==> src/design/ssp_pkg.sv <==
// package for the shadow pipeline register: widths, sync depth, bus structs
// assumes the user side of the block runs on one core clock
package ssp_pkg;
  localparam int unsigned SSP_WIDTH    = 8;
  localparam int unsigned SSP_SYNC_LEN = 3;
  localparam int unsigned SSP_MSB      = SSP_WIDTH - 1;

  typedef logic [SSP_WIDTH-1:0] ssp_byte_t;

  // three-state byte: value plus enable (high while this block drives it)
  typedef struct packed {
    ssp_byte_t data;
    logic      oe;
  } ssp_tri_t;

  // external control levels seen after synchronisation
  typedef struct packed {
    logic mode;
    logic serial_in;
    logic oe_n;
  } ssp_ctrl_t;

  localparam ssp_byte_t SSP_ZERO = 8'h00;
endpackage

==> src/design/ssp_edge_sync.sv <==
// three-stage synchroniser with rising-edge detect for one async pin
// assumes the pin is asynchronous to i_core_clk
`timescale 1ns/1ps
module ssp_edge_sync
  import ssp_pkg::*;
(
  input  wire logic i_core_clk,
  input  wire logic i_reset,
  input  wire logic i_pin,
  output logic      o_level,
  output logic      o_rise
);
  logic [SSP_SYNC_LEN-1:0] sync_reg;
  logic                    level_reg;

  // a change counts once the second and third stages agree
  always_ff @(posedge i_core_clk) begin
    if (i_reset) begin
      sync_reg  <= '0;
      level_reg <= 1'b0;
    end else begin
      sync_reg <= {sync_reg[SSP_SYNC_LEN-2:0], i_pin};
      if (sync_reg[1] == sync_reg[2]) begin
        level_reg <= sync_reg[2];
      end
    end
  end

  assign o_level = level_reg;
  assign o_rise  = (sync_reg[1] == sync_reg[2]) && sync_reg[2] && !level_reg;
endmodule

==> src/design/ssp_shadow_reg.sv <==
// eight-bit pipeline register with shadow shift register
// assumes both device clocks arrive as async pins sampled by i_core_clk,
// and the other party drives mode and both clocks of a chain in common
`timescale 1ns/1ps

// What this block does
// - two eight-bit stages: output register and shadow shift register
// - mode low, system clock rise: output register loads input bus
// - mode low, diagnostic rise: shadow shifts toward bit 7, serial out bit 7
// - mode low, both clocks rise: load and shift happen together
// - mode high, system clock rise: output takes shadow; serial out follows in
// - mode high, serial in low, diagnostic rise: shadow captures output bus
// - chain through serial out to serial in; mode and clocks shared
// - mode high, serial in low, both rise: registers swap contents
// - mode high, serial in high, diagnostic rise: hold, drive input bus
module ssp_shadow_reg
  import ssp_pkg::*;
(
  input  wire logic      i_core_clk,
  input  wire logic      i_reset,
  input  wire logic      i_system_clock,
  input  wire logic      i_diagnostic_clock,
  input  wire logic      i_mode,
  input  wire logic      i_serial_in,
  input  wire logic      i_output_enable_n,
  input  wire ssp_byte_t i_input_bus,
  output ssp_byte_t      o_input_bus,
  output logic           o_input_bus_oe,
  output ssp_byte_t      o_output_bus,
  output logic           o_output_bus_oe,
  output logic           o_serial_out
);

  // ---------------------------------------------------------------
  // input synchronisation
  // ---------------------------------------------------------------
  logic      sys_rise;
  logic      diag_rise;
  ssp_ctrl_t ctrl;
  ssp_byte_t bus_sync1_reg;
  ssp_byte_t bus_sync2_reg;
  ssp_byte_t bus_sync3_reg;
  ssp_byte_t bus_level_reg;

  ssp_edge_sync u_sys_sync (
    .i_core_clk (i_core_clk),
    .i_reset    (i_reset),
    .i_pin      (i_system_clock),
    .o_level    (),
    .o_rise     (sys_rise)
  );

  ssp_edge_sync u_diag_sync (
    .i_core_clk (i_core_clk),
    .i_reset    (i_reset),
    .i_pin      (i_diagnostic_clock),
    .o_level    (),
    .o_rise     (diag_rise)
  );

  ssp_edge_sync u_mode_sync (
    .i_core_clk (i_core_clk),
    .i_reset    (i_reset),
    .i_pin      (i_mode),
    .o_level    (ctrl.mode),
    .o_rise     ()
  );

  ssp_edge_sync u_sin_sync (
    .i_core_clk (i_core_clk),
    .i_reset    (i_reset),
    .i_pin      (i_serial_in),
    .o_level    (ctrl.serial_in),
    .o_rise     ()
  );

  ssp_edge_sync u_oe_sync (
    .i_core_clk (i_core_clk),
    .i_reset    (i_reset),
    .i_pin      (i_output_enable_n),
    .o_level    (ctrl.oe_n),
    .o_rise     ()
  );

  // data bus shares the clocks' sync depth so it lines up with the edges
  always_ff @(posedge i_core_clk) begin
    if (i_reset) begin
      bus_sync1_reg <= SSP_ZERO;
      bus_sync2_reg <= SSP_ZERO;
      bus_sync3_reg <= SSP_ZERO;
      bus_level_reg <= SSP_ZERO;
    end else begin
      bus_sync1_reg <= i_input_bus;
      bus_sync2_reg <= bus_sync1_reg;
      bus_sync3_reg <= bus_sync2_reg;
      if (bus_sync2_reg == bus_sync3_reg) begin
        bus_level_reg <= bus_sync3_reg;
      end
    end
  end

  // ---------------------------------------------------------------
  // storage stages
  // ---------------------------------------------------------------
  typedef enum logic [2:0] {
    OP_IDLE,
    OP_LOAD,
    OP_SHIFT,
    OP_LOAD_SHIFT,
    OP_TRANSFER,
    OP_CAPTURE,
    OP_SWAP,
    OP_WRITE_BACK
  } ssp_op_t;

  ssp_op_t   op_sel;
  ssp_byte_t out_reg;
  ssp_byte_t shadow_reg;
  logic      drive_back_reg;

  // ---------------------------------------------------------------
  // operation decode
  // ---------------------------------------------------------------
  // a joint rise for load and shift, or for the swap, gets a code of its
  // own, so both read the old contents and never race each other
  always_comb begin
    op_sel = OP_IDLE;
    if (!ctrl.mode) begin
      unique case ({sys_rise, diag_rise})
        2'h0: op_sel = OP_IDLE;
        2'h1: op_sel = OP_SHIFT;
        2'h2: op_sel = OP_LOAD;
        2'h3: op_sel = OP_LOAD_SHIFT;
      endcase
    end else if (!ctrl.serial_in) begin
      unique case ({sys_rise, diag_rise})
        2'h0: op_sel = OP_IDLE;
        2'h1: op_sel = OP_CAPTURE;
        2'h2: op_sel = OP_TRANSFER;
        2'h3: op_sel = OP_SWAP;
      endcase
    end else begin
      // a system rise here breaks the steady-clock rule; alone it transfers, with a diagnostic rise write-back wins
      unique case ({sys_rise, diag_rise})
        2'h0: op_sel = OP_IDLE;
        2'h1: op_sel = OP_WRITE_BACK;
        2'h2: op_sel = OP_TRANSFER;
        2'h3: op_sel = OP_WRITE_BACK;
      endcase
    end
  end

  // ---------------------------------------------------------------
  // output register
  // ---------------------------------------------------------------
  // holds across a lone diagnostic rise, so scan work never disturbs
  // the pipeline output
  always_ff @(posedge i_core_clk) begin
    if (i_reset) begin
      out_reg <= SSP_ZERO;
    end else begin
      unique case (op_sel)
        OP_LOAD, OP_LOAD_SHIFT: begin
          out_reg <= bus_level_reg;
        end
        OP_TRANSFER, OP_SWAP: begin
          out_reg <= shadow_reg;
        end
        OP_IDLE, OP_SHIFT, OP_CAPTURE, OP_WRITE_BACK: begin
          out_reg <= out_reg;
        end
      endcase
    end
  end

  // ---------------------------------------------------------------
  // shadow shift register
  // ---------------------------------------------------------------
  // both registers read the other's old value, so a swap needs no temp
  always_ff @(posedge i_core_clk) begin
    if (i_reset) begin
      shadow_reg <= SSP_ZERO;
    end else begin
      unique case (op_sel)
        OP_SHIFT, OP_LOAD_SHIFT: begin
          shadow_reg <= {shadow_reg[SSP_MSB-1:0], ctrl.serial_in};
        end
        OP_CAPTURE, OP_SWAP: begin
          shadow_reg <= out_reg;
        end
        OP_IDLE, OP_LOAD, OP_TRANSFER, OP_WRITE_BACK: begin
          shadow_reg <= shadow_reg;
        end
      endcase
    end
  end

  // ---------------------------------------------------------------
  // write-back drive
  // ---------------------------------------------------------------
  // starts on a diagnostic rise with mode and serial in high, and ends
  // as soon as either drops; the shadow holds, but a system rise still loads the output register from it
  always_ff @(posedge i_core_clk) begin
    if (i_reset) begin
      drive_back_reg <= 1'b0;
    end else if (!(ctrl.mode && ctrl.serial_in)) begin
      drive_back_reg <= 1'b0;
    end else if (op_sel == OP_WRITE_BACK) begin
      drive_back_reg <= 1'b1;
    end
  end

  // ---------------------------------------------------------------
  // outputs
  // ---------------------------------------------------------------
  assign o_output_bus    = out_reg;
  assign o_output_bus_oe = !ctrl.oe_n;
  assign o_input_bus     = shadow_reg;
  assign o_input_bus_oe  = drive_back_reg;
  // chain tap: pass-through in mode high keeps a long chain short
  assign o_serial_out    = ctrl.mode ? ctrl.serial_in
                                     : shadow_reg[SSP_MSB];
endmodule

==> config.mk <==
export PLATFORM = sky130hd
export DESIGN_NAME = ssp_shadow_reg
export DESIGN_NICKNAME = d
export VERILOG_FILES = /design/src/design/ssp_pkg.sv /design/src/design/ssp_edge_sync.sv /design/src/design/ssp_shadow_reg.sv
export SDC_FILE = /design/constraint.sdc
export NUM_CORES = 1
export LEC_CHECK = 0
export ABC_CLOCK_PERIOD_IN_PS = 3300
export BUFFER_PORTS_ARGS = -buffer_cell sky130_fd_sc_hd__buf_2
export CORE_MARGIN = 2
export CORE_UTILIZATION = 50
export CTS_CLUSTER_DIAMETER = 120
export DETAILED_ROUTE_END_ITERATION = 16
export GPL_TIMING_DRIVEN = 0
export MAX_ROUTING_LAYER = met4
export PLACE_DENSITY = 0.71
export SYNTH_ARGS = -nofsm -noshare
export SYNTH_HDL_FRONTEND = slang
export SYNTH_SLANG_ARGS = --single-unit
==> constraint.sdc <==
create_clock -name i_core_clk -period 3.3 [get_ports i_core_clk]
set_clock_uncertainty 0.1 [all_clocks]
set_input_delay 0.66 -clock i_core_clk [delete_from_list [all_inputs] [get_ports i_core_clk]]
set_output_delay 0.66 -clock i_core_clk [all_outputs]
set_load 0.005 [all_outputs]
==> results list <==
- Result of the run: finished, final reports clean
* Worst rel slew slack: 0.605
* Via count: 1,653
* Vertical die dimension: 74.6 um
- After the first detailed-routing iteration, the DRC count stood at 84.
* Clock Pin Slew Worst Setup and Hold Paths: 0.07 ns
* Cts bufs inserted: 9
* Unrepaired setup endpoints after global routing: no
* Synth warnings: 0
- After floorplanning, the core was sized to cover 4750 um^2.
- Total placed cells including tap cells: 332
- DR vias/cell: 4.76
* Gr usage total: 0.179
- After synthesis the cells add up to 2490 um^2.
- Area growth from synthesis to final layout: 16.9%
- Detail-routed net length per standard cell: 11.7 um
- Share of layout cells above drive strength 1: 0.196
* Post-cts repair resize count: 0
- For this run, design rule violations remaining after detail routing come to 0.
* Maximum VDD drop: 0.331 mV
- The detail route stage leaves a number of antenna-violating nets equal to 0.
- Congestion Overflow GR: 0
- Non-filler cells, final: 347
- The number of nets in the synthesized netlist is 250.
* Crit share post-route: 0.591
* Hold buffer count at CTS: 0
- The via count of the first global-routing pass was 1,547.
- Summed over all layers, the routed wires come to 4070 um.
* Startpoint-to-endpoint class of the critical path: reg -> out
- Total setup buffers inserted after CTS: 0
- Critical path endpoint category: primary output
- Leading cell type in the layout, fill and taps excluded: sky130_fd_sc_hd__dfxtp_1
- Max-slew violations: 0
* Number of I/O port buffers: 32
- Power spread over the standard cell area amounts to 529 nW/um^2.
- Static timing analysis puts the maximum clock frequency at 0.513 GHz.
* Category of the worst setup path launch point: flip-flop
- First-pass GRT wire length: 6930 um
* Later-pin clock latency in the skew report: 0.34 ns
* Highest net fanout along the worst path: 7
* Count of endpoints failing setup in the final report: 0
* Max Cap Viol: 0
- Number of flip-flops and latches in the synthesized netlist: 69
- Summed over all nets, the half-perimeter wirelength after detailed placement is 2850 um.
- STA puts the critical path data arrival time at 1.19 ns.
- Entering global routing, the biggest net connects 11 pins.
- Area enclosed by the die boundary: 5570 um^2
- Slew at the pin closest to its max-slew limit: 0.592 ns
- Clock root buffer: sky130_fd_sc_hd__clkbuf_8
- Leaving out fill and tap cells, the most frequent cells in the layout are 69 x sky130_fd_sc_hd__dfxtp_1, 40 x sky130_fd_sc_hd__nor2b_1, 34 x sky130_fd_sc_hd__buf_2.
- The die is 74.6 um wide.
- Total chip power: 1540 uW
- The min-delay analysis places its worst path in the category reg -> reg.
- Total negative setup slack: 0 ns
- The clock tree synthesis step divided the H-tree into 3 levels.
- Static power due to leakage: 0.00124 uW
* Number of optimization iterations in the first detailed-route pass: 4
- Flop-to-flop setup slack: 1.51 ns
- Counting along the longest clock path gives a buffer depth of 2.
* Initial antenna violation count: 0
* Number of diodes added for antenna fixing: 0
* Effective utilization at floorplan: 0.525
* Post-layout nets: 293
- Yosys mapped the design onto 24 distinct sky130hd cell types.
- Data on the critical path is required at its endpoint by 2.54 ns.
- For the finished layout, the period the worst path requires is 1.95 ns.
- Of the synthesized area, sequential elements account for 0.554.
* Final hold slack: 0.334 ns
* Avg Inst Size Synth: 10.7 um^2
- Total I/O pin count: 34
- Gpl congestion: 0.775
- The floorplan has 25 rows.
* Count of final hold-check violations: 0
- TritonCTS clock tree: yes
- Clock sinks: 69
* Number of instances in the synthesized netlist: 233
[critical path, stage by stage, from the launching register on]
cell and delay, ns:
sky130_fd_sc_hd__dfxtp_1 0.49, sky130_fd_sc_hd__nand2_1 0.14, sky130_fd_sc_hd__o21ai_0 0.10, sky130_fd_sc_hd__buf_2 0.13
[stage by stage]
| stage | cell area, um^2 | setup WS, ns | util |
|---|---|---|---|
| 2_1_floorplan | 2490 | 1.76 | - |
| 3_3_place_gp | 2740 | 1.51 | 0.576 |
| 3_5_place_dp | 2740 | 1.50 | 0.576 |
| 4_1_cts | 2920 | 1.34 | 0.613 |
| 5_1_grt | 2920 | 1.28 | 0.613 |
| 6_report | 2920 | 1.35 | 0.613 |
[final timing paths]
check,end,start,depth (start not counted)
setup / recovery,o_serial_out,u_sin_sync.o_level$_SDFFE_PP0N_,3
hold / removal,u_diag_sync.sync_reg[1]$_SDFF_PP0_,u_diag_sync.sync_reg[0]$_SDFF_PP0_,1
setup reg to reg,o_output_bus[7]$_SDFFE_PP0N_,u_sys_sync.sync_reg[1]$_SDFF_PP0_,6
hold reg to reg,u_diag_sync.sync_reg[1]$_SDFF_PP0_,u_diag_sync.sync_reg[0]$_SDFF_PP0_,1
[Yosys cell counts]
library cell,instances,area (um^2)
sky130_fd_sc_hd__buf_2,2,10.0
sky130_fd_sc_hd__nand2_1,5,18.8
sky130_fd_sc_hd__o21a_1,1,7.51
sky130_fd_sc_hd__mux2i_1,25,250
sky130_fd_sc_hd__nor2b_1,40,250
sky130_fd_sc_hd__nor4_1,2,12.5
sky130_fd_sc_hd__o211ai_4,1,21.3
sky130_fd_sc_hd__inv_2,1,3.75
sky130_fd_sc_hd__buf_4,2,15.0
sky130_fd_sc_hd__dfxtp_1,69,1380
sky130_fd_sc_hd__a211oi_1,15,113
sky130_fd_sc_hd__inv_1,3,11.3
sky130_fd_sc_hd__a22oi_1,1,7.51
sky130_fd_sc_hd__a21oi_1,5,25.0
sky130_fd_sc_hd__buf_6,1,11.3
sky130_fd_sc_hd__nor3b_2,1,12.5
sky130_fd_sc_hd__xor2_1,8,70.1
sky130_fd_sc_hd__nand2b_4,1,13.8
sky130_fd_sc_hd__clkbuf_1,8,30.0
sky130_fd_sc_hd__ha_1,2,25.0
sky130_fd_sc_hd__o21ai_0,5,25.0
sky130_fd_sc_hd__nor2_1,18,67.6
sky130_fd_sc_hd__nand2b_1,16,100
sky130_fd_sc_hd__a211oi_2,1,12.5
[where the power goes]
part | internal [uW] | leakage (uW) | switching, uW
combinational | 35.0 | 0.000583 | 33.1
sequential | 855 | 0.000563 | 9.57
clock | 330 | 0.0000926 | 280
total | 1220 | 0.00124 | 323
[layer usage]
layer	global-route usage	wire length, um	vias up
li1	-	-	855
met1	0.208	1910	756
met2	0.264	1880	35
met3	0.0643	176	7
met4	0.107	104	0
met5	-	0	-
[logic make-up after synthesis]
| family | after synthesis | share of synthesized area |
|---|---|---|
| adder cells (fa/ha/maj) | 2 | 0.0100 |
| AND/OR/NAND/NOR | 83 | 0.191 |
| XOR/XNOR | 8 | 0.0281 |
| flip-flops | 69 | 0.554 |
| multiplexers | 25 | 0.100 |
| buffers and inverters | 17 | 0.0326 |
| AO/OA/AOI/OAI | 29 | 0.0848 |
[layout make-up]
cell class                      count  area [um^2]
Fill cell                         436         1840
Sequential cell                    69         1380
Multi-Input combinational cell    147         1030
Clock buffer                       14          173
Timing Repair Buffer               32          160
Tap cell                           67         83.8
Buffer                             13         66.3
Inverter                            4         15.0
Clock inverter                      1         5.00
Power figures use the tool's default switching activity.
